==> src/logic/bps_pkg.sv <==
/*
 * Shared constants and types of the BCD preset SDO sender.
 * Assumes a 40 MHz system clock and a frame-level CAN controller beside the block.
 */
package bps_pkg;

    ////////////////////////////////////////////////////////////////////////////////
    // Clock and timing
    localparam int unsigned CLK_HZ = 40_000_000;
    localparam int unsigned TIMEOUT_MS = 2500;
    localparam int unsigned TIMEOUT_CYC = TIMEOUT_MS * (CLK_HZ / 1000);
    localparam int unsigned BLINK_MS = 250;
    localparam int unsigned BLINK_CYC = BLINK_MS * (CLK_HZ / 1000);
    localparam int unsigned PAUSE_MS = 1000;
    localparam int unsigned PAUSE_CYC = PAUSE_MS * (CLK_HZ / 1000);

    ////////////////////////////////////////////////////////////////////////////////
    // SDO frame constants
    localparam logic [10:0] REQ_ID_BASE = 11'h640;
    localparam logic [10:0] RESP_ID_BASE = 11'h5c0;
    localparam logic [7:0] CS_WRITE_REQ = 8'h23;
    localparam logic [7:0] CS_WRITE_RESP = 8'h60;
    localparam logic [7:0] CS_ABORT = 8'h80;
    localparam logic [3:0] SDO_DLC = 4'h8;
    // Register selection 0..3 -> object index and sub-index
    localparam logic [3:0][15:0] SEL_INDEX = {16'h5e25, 16'h5e25, 16'h5e26, 16'h5e26};
    localparam logic [3:0][7:0] SEL_SUB = {8'h02, 8'h01, 8'h02, 8'h01};
    // Store to non-volatile memory, remote_store_code
    localparam logic [15:0] STORE_INDEX = 16'h5ffc;
    localparam logic [7:0] STORE_SUB = 8'h00;
    localparam logic [31:0] STORE_VALUE = 32'h0000_0001;

    ////////////////////////////////////////////////////////////////////////////////
    // Rear switch fields
    localparam int unsigned DIL8_NODE_LSB = 0;
    localparam int unsigned DIL8_STORE_BIT = 5;
    localparam int unsigned DIL8_SEL_LSB = 6;
    localparam int unsigned DIL4_RATE_LSB = 0;
    localparam int unsigned DIL4_SIGN_BIT = 3;
    localparam logic [2:0] RATE_INVALID = 3'h7;

    ////////////////////////////////////////////////////////////////////////////////
    // Error codes
    localparam logic [2:0] ERR_NONE = 3'h0;
    localparam logic [2:0] ERR_CONFIG = 3'h1;
    localparam logic [2:0] ERR_TIMEOUT = 3'h2;
    localparam logic [2:0] ERR_ABORT = 3'h3;
    localparam logic [2:0] ERR_PROTO = 3'h4;
    localparam logic [2:0] ERR_BCD = 3'h5;
    localparam logic [2:0] ERR_BUS = 3'h6;
    localparam logic [2:0] ERR_STORE = 3'h7;

    ////////////////////////////////////////////////////////////////////////////////
    // Register port
    localparam logic [7:0] REG_STATUS = 8'h00;
    localparam logic [7:0] REG_MASK = 8'h04;
    localparam logic [7:0] REG_CONTROL = 8'h08;
    localparam logic [7:0] REG_STATE = 8'h0c;
    localparam logic [7:0] REG_VALUE = 8'h10;
    localparam int unsigned STATUS_W = 3;
    localparam int unsigned EV_DONE = 0;
    localparam int unsigned EV_ERROR = 1;
    localparam int unsigned EV_STORED = 2;
    localparam logic [2:0] MASK_RST = 3'h0;

    ////////////////////////////////////////////////////////////////////////////////
    // Types
    typedef struct packed {
        logic [10:0] id;
        logic [3:0] dlc;
        logic [7:0][7:0] data;
    } bps_frame_t;

    typedef struct packed {
        logic [2:0] bitrate;
        logic sign_mode;
        logic [4:0] node;
        logic store;
        logic [1:0] regsel;
    } bps_cfg_t;

    typedef enum logic [4:0] {
        ST_IDLE = 5'b00001,
        ST_SEND = 5'b00010,
        ST_WAIT = 5'b00100,
        ST_SEND_STORE = 5'b01000,
        ST_WAIT_STORE = 5'b10000
    } bps_state_t;

endpackage

==> src/logic/bps_led_blinker.sv <==
/*
 * Front LED driver: steady light without error, else a burst of blinks
 * equal to the error code followed by a pause.
 * Assumes the error code is a registered level in the same clock domain.
 */
module bps_led_blinker
    import bps_pkg::*;
#(
    parameter int unsigned BLINK_CYCLES = BLINK_CYC,
    parameter int unsigned PAUSE_CYCLES = PAUSE_CYC
) (
    input wire logic sys_clk,
    input wire logic sys_rst,
    input wire logic [2:0] err_code,
    output logic led_on
);

    logic [31:0] cnt_q;
    logic [3:0] half_q;
    logic led_q;

    // Half-period sequencer
    always_ff @(posedge sys_clk or posedge sys_rst) begin
        if (sys_rst) begin
            cnt_q <= 32'h0;
            half_q <= 4'h0;
            led_q <= 1'b0;
        end else if (err_code == ERR_NONE) begin
            cnt_q <= 32'h0;
            half_q <= 4'h0;
            led_q <= 1'b1;
        end else if (cnt_q != 32'h0) begin
            cnt_q <= cnt_q - 32'h1;
        end else if (half_q < {err_code, 1'b0}) begin
            led_q <= ~half_q[0];
            cnt_q <= BLINK_CYCLES - 1;
            half_q <= half_q + 4'h1;
        end else begin
            led_q <= 1'b0;
            cnt_q <= PAUSE_CYCLES - 1;
            half_q <= 4'h0;
        end
    end

    assign led_on = led_q;

endmodule

==> src/logic/bps_sender.sv <==
/*
 * BCD preset SDO sender: samples rear switches once after reset, turns the
 * thumbwheel value into a 32-bit SDO expedited write and waits for the answer.
 * Assumes a frame-level CAN controller (tx/rx frame ports, bit rate select)
 * and synchronous, already debounced button and switch inputs.
 */
// Local design decisions: the address map and the plain strobed port.
module bps_sender
    import bps_pkg::*;
#(
    parameter int unsigned TIMEOUT_CYCLES = TIMEOUT_CYC,
    parameter int unsigned BLINK_CYCLES = BLINK_CYC,
    parameter int unsigned PAUSE_CYCLES = PAUSE_CYC
) (
    input wire logic sys_clk,
    input wire logic sys_rst,
    input wire logic [3:0] dil4,
    input wire logic [7:0] dil8,
    input wire logic signed_variant_option,
    input wire logic enter_btn,
    input wire logic [23:0] thumb_bcd,
    output bps_frame_t tx_frame,
    output logic tx_valid,
    input wire logic tx_ready,
    input wire bps_frame_t rx_frame,
    input wire logic rx_valid,
    input wire logic can_fault,
    output logic [2:0] can_bitrate_sel,
    output logic led_on,
    input wire logic [7:0] reg_addr,
    input wire logic [31:0] reg_wdata,
    input wire logic reg_we,
    input wire logic reg_re,
    output logic [31:0] reg_rdata,
    output logic irq
);

    ////////////////////////////////////////////////////////////////////////////////
    // Declarations
    bps_cfg_t cfg_q;
    logic init_done_q;
    logic cfg_bad;
    logic [2:0] err_q;
    bps_state_t state_q;
    bps_state_t state_d;
    bps_frame_t tx_frame_q;
    logic [31:0] value_q;
    logic [31:0] tmo_q;
    logic btn_q;
    logic btn_rise;
    logic fault_q;
    logic soft_start;
    logic start_req;
    logic [5:0] dig_bad;
    logic bcd_bad;
    logic [31:0] conv_value;
    logic resp_hit;
    logic tmo_hit;
    logic ev_err;
    logic [2:0] ev_code;
    logic ev_done;
    logic ev_stored;
    logic [STATUS_W-1:0] status_q;
    logic [STATUS_W-1:0] mask_q;
    logic [STATUS_W-1:0] status_set;
    logic [STATUS_W-1:0] status_clr;
    logic [31:0] rdata_q;

    ////////////////////////////////////////////////////////////////////////////////
    // Helpers

    // Expedited 4-byte SDO write request
    function automatic bps_frame_t build_req(input logic [4:0] node, input logic [15:0] idx,
                                             input logic [7:0] sub, input logic [31:0] val);
        bps_frame_t f;
        f.id = REQ_ID_BASE + {6'h00, node};
        f.dlc = SDO_DLC;
        f.data[0] = CS_WRITE_REQ;
        f.data[1] = idx[7:0];
        f.data[2] = idx[15:8];
        f.data[3] = sub;
        f.data[4] = val[7:0];
        f.data[5] = val[15:8];
        f.data[6] = val[23:16];
        f.data[7] = val[31:24];
        return f;
    endfunction

    // BCD to binary; in sign mode the top digit is a sign, nonzero meaning minus
    function automatic logic [31:0] bcd_conv(input logic [23:0] bcd, input logic sign_mode);
        logic [31:0] acc;
        acc = 32'h0;
        for (int i = 5; i >= 0; i--) begin
            if (!(sign_mode && i == 5)) begin
                acc = acc * 32'd10 + {28'h0, bcd[i*4 +: 4]};
            end
        end
        if (sign_mode && bcd[23:20] != 4'h0) begin
            acc = 32'h0 - acc;
        end
        return acc;
    endfunction

    ////////////////////////////////////////////////////////////////////////////////
    // Switch sampling at the first edge after reset release
    always_ff @(posedge sys_clk or posedge sys_rst) begin
        if (sys_rst) begin
            cfg_q <= '0;
            init_done_q <= 1'b0;
        end else if (!init_done_q) begin
            cfg_q.bitrate <= dil4[DIL4_RATE_LSB +: 3];
            cfg_q.sign_mode <= dil4[DIL4_SIGN_BIT];
            cfg_q.node <= dil8[DIL8_NODE_LSB +: 5];
            cfg_q.store <= dil8[DIL8_STORE_BIT];
            cfg_q.regsel <= dil8[DIL8_SEL_LSB +: 2];
            init_done_q <= 1'b1;
        end
    end

    // Unsupported rate code or signed unit without slider 4
    assign cfg_bad = !init_done_q &&
                     ((dil4[DIL4_RATE_LSB +: 3] == RATE_INVALID) ||
                      (signed_variant_option && !dil4[DIL4_SIGN_BIT]));
    assign can_bitrate_sel = cfg_q.bitrate;

    ////////////////////////////////////////////////////////////////////////////////
    // Input edges and start request
    always_ff @(posedge sys_clk or posedge sys_rst) begin
        if (sys_rst) begin
            btn_q <= 1'b0;
            fault_q <= 1'b0;
        end else begin
            btn_q <= enter_btn;
            fault_q <= can_fault;
        end
    end

    assign btn_rise = enter_btn && !btn_q;
    assign soft_start = reg_we && reg_addr == REG_CONTROL && reg_wdata[0];
    assign start_req = init_done_q && err_q == ERR_NONE && state_q == ST_IDLE &&
                       (btn_rise || soft_start);

    // Per-digit range check; the sign digit may hold any code
    genvar g;
    generate
        for (g = 0; g < 6; g++) begin : g_dig
            assign dig_bad[g] = (thumb_bcd[g*4 +: 4] > 4'h9) && !(g == 5 && cfg_q.sign_mode);
        end
    endgenerate
    assign bcd_bad = |dig_bad;
    assign conv_value = bcd_conv(thumb_bcd, cfg_q.sign_mode);

    ////////////////////////////////////////////////////////////////////////////////
    // Response matching: only the SDO answer of our node, index and sub-index
    assign resp_hit = rx_valid && rx_frame.id == RESP_ID_BASE + {6'h00, cfg_q.node} &&
                      rx_frame.data[1] == tx_frame_q.data[1] &&
                      rx_frame.data[2] == tx_frame_q.data[2] &&
                      rx_frame.data[3] == tx_frame_q.data[3];
    assign tmo_hit = tmo_q == TIMEOUT_CYCLES - 1;

    // Transaction sequencer decisions
    always_comb begin
        state_d = state_q;
        ev_err = 1'b0;
        ev_code = ERR_NONE;
        ev_done = 1'b0;
        ev_stored = 1'b0;
        case (state_q)
            ST_IDLE: begin
                if (start_req) begin
                    if (bcd_bad) begin
                        ev_err = 1'b1;
                        ev_code = ERR_BCD;
                    end else begin
                        state_d = ST_SEND;
                    end
                end
            end
            ST_SEND: begin
                if (tx_ready) begin
                    state_d = ST_WAIT;
                end
            end
            ST_WAIT: begin
                if (resp_hit) begin
                    if (rx_frame.data[0] == CS_WRITE_RESP) begin
                        ev_done = 1'b1;
                        state_d = cfg_q.store ? ST_SEND_STORE : ST_IDLE;
                    end else begin
                        ev_err = 1'b1;
                        ev_code = (rx_frame.data[0] == CS_ABORT) ? ERR_ABORT : ERR_PROTO;
                        state_d = ST_IDLE;
                    end
                end else if (tmo_hit) begin
                    ev_err = 1'b1;
                    ev_code = ERR_TIMEOUT;
                    state_d = ST_IDLE;
                end
            end
            ST_SEND_STORE: begin
                if (tx_ready) begin
                    state_d = ST_WAIT_STORE;
                end
            end
            ST_WAIT_STORE: begin
                if (resp_hit && rx_frame.data[0] == CS_WRITE_RESP) begin
                    ev_stored = 1'b1;
                    state_d = ST_IDLE;
                end else if (resp_hit || tmo_hit) begin
                    ev_err = 1'b1;
                    ev_code = ERR_STORE;
                    state_d = ST_IDLE;
                end
            end
            default: begin
                state_d = ST_IDLE;
            end
        endcase
        // A pending fault drops any transaction in flight
        if (err_q != ERR_NONE && state_q != ST_IDLE) begin
            state_d = ST_IDLE;
        end
    end

    // State register
    always_ff @(posedge sys_clk or posedge sys_rst) begin
        if (sys_rst) begin
            state_q <= ST_IDLE;
        end else begin
            state_q <= state_d;
        end
    end

    // Request frame, latched value and response timer
    always_ff @(posedge sys_clk or posedge sys_rst) begin
        if (sys_rst) begin
            tx_frame_q <= '0;
            value_q <= 32'h0;
            tmo_q <= 32'h0;
        end else begin
            if (state_q == ST_IDLE && state_d == ST_SEND) begin
                value_q <= conv_value;
                tx_frame_q <= build_req(cfg_q.node, SEL_INDEX[cfg_q.regsel],
                                        SEL_SUB[cfg_q.regsel], conv_value);
            end else if (state_q == ST_WAIT && state_d == ST_SEND_STORE) begin
                tx_frame_q <= build_req(cfg_q.node, STORE_INDEX, STORE_SUB,
                                        STORE_VALUE);
            end
            if (state_q == ST_WAIT || state_q == ST_WAIT_STORE) begin
                tmo_q <= tmo_q + 32'h1;
            end else begin
                tmo_q <= 32'h0;
            end
        end
    end

    assign tx_frame = tx_frame_q;
    assign tx_valid = state_q == ST_SEND || state_q == ST_SEND_STORE;

    ////////////////////////////////////////////////////////////////////////////////
    // Error condition: config error sticks, others cleared by the button
    always_ff @(posedge sys_clk or posedge sys_rst) begin
        if (sys_rst) begin
            err_q <= ERR_NONE;
        end else if (cfg_bad) begin
            err_q <= ERR_CONFIG;
        end else if (err_q == ERR_NONE) begin
            if (ev_err) begin
                err_q <= ev_code;
            end else if (init_done_q && can_fault && !fault_q) begin
                err_q <= ERR_BUS;
            end
        end else if (err_q != ERR_CONFIG && btn_rise) begin
            err_q <= ERR_NONE;
        end
    end

    // Front LED
    bps_led_blinker #(
        .BLINK_CYCLES(BLINK_CYCLES),
        .PAUSE_CYCLES(PAUSE_CYCLES)
    ) u_led (
        .sys_clk(sys_clk),
        .sys_rst(sys_rst),
        .err_code(err_q),
        .led_on(led_on)
    );

    ////////////////////////////////////////////////////////////////////////////////
    // Register port: sticky status, mask, read data one cycle later
    assign status_set = {ev_stored, (err_q == ERR_NONE) &&
                         (cfg_bad || ev_err || (init_done_q && can_fault && !fault_q)), ev_done};
    assign status_clr = (reg_we && reg_addr == REG_STATUS) ? reg_wdata[STATUS_W-1:0] : '0;

    // Set wins over a write-one clear in the same cycle
    always_ff @(posedge sys_clk or posedge sys_rst) begin
        if (sys_rst) begin
            status_q <= '0;
        end else begin
            status_q <= (status_q & ~status_clr) | status_set;
        end
    end

    // Interrupt mask
    always_ff @(posedge sys_clk or posedge sys_rst) begin
        if (sys_rst) begin
            mask_q <= MASK_RST;
        end else if (reg_we && reg_addr == REG_MASK) begin
            mask_q <= reg_wdata[STATUS_W-1:0];
        end
    end

    // Read mux; unmapped addresses read zero
    always_ff @(posedge sys_clk or posedge sys_rst) begin
        if (sys_rst) begin
            rdata_q <= 32'h0;
        end else if (reg_re) begin
            case (reg_addr)
                REG_STATUS: rdata_q <= {29'h0, status_q};
                REG_MASK: rdata_q <= {29'h0, mask_q};
                REG_STATE: rdata_q <= {8'h00, cfg_q, init_done_q, state_q, 3'h0, err_q};
                REG_VALUE: rdata_q <= value_q;
                default: rdata_q <= 32'h0;
            endcase
        end else begin
            rdata_q <= 32'h0;
        end
    end

    assign reg_rdata = rdata_q;
    assign irq = |(status_q & mask_q);
endmodule

==> config.mk <==
export PLATFORM = sky130hd
export DESIGN_NAME = bps_sender
export DESIGN_NICKNAME = d
export VERILOG_FILES = /design/src/logic/bps_pkg.sv /design/src/logic/bps_led_blinker.sv /design/src/logic/bps_sender.sv
export SDC_FILE = /design/constraint.sdc
export NUM_CORES = 1
export LEC_CHECK = 0
export BUFFER_PORTS_ARGS = -buffer_cell sky130_fd_sc_hd__buf_2
export CAP_MARGIN = 15
export CORE_MARGIN = 2
export CORE_UTILIZATION = 55
export DETAILED_ROUTE_END_ITERATION = 10
export PLACE_DENSITY = 0.89
export SETUP_SLACK_MARGIN = 0.2
export SYNTH_ARGS = -nofsm -noshare
export SYNTH_HDL_FRONTEND = slang
export SYNTH_SLANG_ARGS = --single-unit
==> constraint.sdc <==
create_clock -name sys_clk -period 12.65 [get_ports sys_clk]
set_input_delay 0.6325 -clock sys_clk [delete_from_list [all_inputs] [get_ports sys_clk]]
set_output_delay 0.6325 -clock sys_clk [all_outputs]
set_load 0.005 [all_outputs]
==> run summary <==
final hold vios = 0
crit start category = flop
Critical-path top delay cell = or4_4
met3 WL = 2770 um
clk buf depth = 2
final count of pins violating max slew = 0
placer congestion estimate = 0.888
status = finished, final reports clean
RSZ-0062 raised after global routing = false
Die X = 172 um
Max Fanout on Critical Path = 7
synthesis-to-finish area growth = 11.8%
met2 WL = 19200 um
Core Region = 27800 um2
Post-Layout Cell Count = 2260
initial antenna violation count = 1
vias in the first global route = 12900
Unique masters post-synth = 90
Residual DRC = 0
Syn Area/Cell = 9.03 um2
Tmin final = 11.77 ns
met1 WL = 16000 um
CTS Buf Count = 17
drt first pass iters = 8
Highest Signal Layer = met5
vias per cell = 5.98
number of flops mapped to enable cells by yosys = 0
CTS Sinks = 199
setup violators final = 0
Post-DP HPWL = 29700 um
H-tree depth = 4
die area = 29500 um2
post-route setup TNS = 0 ns
fin area = 17300 um2
GRT Residual Overflow = 0
routed len/inst = 17.6 um
Clk pin slew, worst setup/hold paths = 0.08 ns
Synth Register Bits = 199
fmax = 84.9 MHz
share of cells above drive strength 1 = 17.3%
Die Ht = 172 um
area of the mapped netlist = 15500 um2
Max Clock Skew = 0.0142 ns
first-pass GRT wire length = 63300 um
Nets = 2180
Worst-Skew Late Latency = 0.45 ns
vias = 13500
global-route usage over all layers = 26.6%
placed cell area = 16600 um2
hold buffer count at CTS = 0
Port Buf Inserts = 196
Final ANT Viol Nets = 0
iteration-0 DRC count of the detailed router = 1040
CP arrival = 12.12 ns
max_slew headroom = 28.2%
Worst-Margin Slew = 1.08 ns
ys flop type = dfrtp_1
Antenna Cells = 0
register area share after synthesis = 32.2%
worst stage delay on the critical path = 0.54 ns
Root Buffer = clkbuf_16
max_cap viols = 0
Ports = 281
data required time of the worst path = 12.99 ns
synth warn = 0
Hold Path Class = in -> reg
Rows = 61
synthesized instance count = 1714
critical path's most frequent cell = ha_1
setup slack at placement = 0.164 ns
Inst Count DP = 2227
period utilization = 93.1%
CTS tree = done
ys async rst share = 100%
final setup margin = 0.877 ns
WS Path Type = reg -> reg
final wirelength = 39800 um
largest net degree at the start of global routing = 121
CP endpoint kind = flop
initial core utilization = 55.7%
cell usage after synthesis, drive strengths merged (5+ instances only):
cell	number	area, um2
a21o	70	526
nor3b	13	97.6
or2	10	62.6
nor2b	26	163
o2111ai	5	43.8
nand3	51	255
o21bai	7	52.6
nand4	21	131
xor2	90	822
a22oi	21	158
inv	66	248
nor4	23	165
clkbuf	42	158
fa	9	180
buf	52	380
and3	32	200
and4	7	61.3
a21oi	97	489
nand2	103	387
dfrtp	198	4950
mux2i	15	150
a31oi	18	113
a211oi	7	65.1
nand3b	10	75.1
nand2b	20	125
o211ai	14	125
mux2	21	236
ha	138	1730
xnor2	109	955
and2	13	81.3
o31ai	5	42.5
or4	11	82.6
nor2	165	619
nor3	51	267
a31o	9	78.8
o21ai	73	369
or3	18	113
o21a	6	45.0
worst paths after layout:
kind | slack (ns) | cells past startpoint | startpoint | to
worst max-delay path | 0.88 | 49 | cfg_q[8] | tx_frame[59]
worst min-delay path | 0.32 | 1 | can_fault | fault_q
worst max register to register | 0.88 | 49 | cfg_q[8] | tx_frame[59]
worst min register to register | 0.48 | 1 | tx_frame[60] | tx_frame[60]
max in group asynchronous | 10.74 | 3 | sys_rst | tmo_q[4]
min in group asynchronous | 0.38 | 2 | sys_rst | reg_rdata[0]
per-layer routing:
layer	global-route usage, %	vias to the layer above
met5	0	-
met4	14.5	2
met3	4.16	119
met2	45.5	591
met1	32.3	6425
li1	-	6380
what timing repair did:
action                     CTS  global route
setup buffers                0             1
setup endpoints to repair    0            14
hold endpoints to repair     0             0
gates resized for setup      0            23
layout make-up:
type | count | area, um2
tap | 378 | 473
clock buffer | 21 | 470
multi-input combinational | 1376 | 9930
fill | 2212 | 10500
timing repair buffer | 209 | 1080
sequential | 199 | 4980
inverter | 66 | 255
clock inverter | 11 | 114
logic make-up after synthesis:
| logic type | Yosys count | synth area share [%] |
|---|---|---|
| AOI/OAI and AO/OA | 377 | 16.4 |
| xor gates and xnor gates | 199 | 11.5 |
| adders and majority gates | 148 | 12.4 |
| buffers and inverters | 160 | 5.08 |
| DFF | 199 | 32.2 |
| muxes | 36 | 2.50 |
| other | 2 | 0.0485 |
| and+or+nand+nor | 593 | 19.9 |
registers in the layout (all words and copies together), names as in the netlist:
| register | count |
|---|---|
| err_q | 3 |
| fault_q | 1 |
| init_done_q | 1 |
| state_q | 5 |
| u_led.half_q | 4 |
| u_led.cnt_q | 32 |
| can_bitrate_sel | 3 |
| btn_q | 1 |
| value_q | 30 |
| u_led.led_on | 1 |
| tmo_q | 32 |
| status_q | 3 |
| tx_frame | 41 |
| mask_q | 3 |
| cfg_q | 9 |
| reg_rdata | 30 |
critical path, delay by kind of cell, from the launching register on:
family / cells / cell delay, ns
AOI/OAI and AO/OA: 17 / 3.39
xor gates and xnor gates: 6 / 1.40
adders and majority gates: 12 / 3.67
buffers and inverters: 3 / 0.30
DFF: 1 / 0.49
muxes: 1 / 0.37
and+or+nand+nor: 10 / 2.08
per-stage QoR:
step,utilization (%),hold WS (ns)
after floorplan,-,0.438
after global placement,59.7,0.452
after detailed placement,59.7,0.456
after CTS,61.8,0.314
after global routing,62.3,0.320
final,62.3,0.322
layout by cell type, fill, tap and decap left out, types with 65 or more instances in the layout:
master / Yosys / layout
a21oi_1: 96 / 95
buf_2: 4 / 196
nand2_1: 103 / 102
xnor2_1: 109 / 108
xor2_1: 87 / 86
inv_1: 66 / 65
dfrtp_1: 198 / 197
nor2_1: 165 / 165
ha_1: 138 / 136
o21ai_0: 69 / 68
a21o_1: 70 / 70
Power is not shown: default switching activity piles up to over one toggle a cycle in this logic, so the estimate is an artifact.
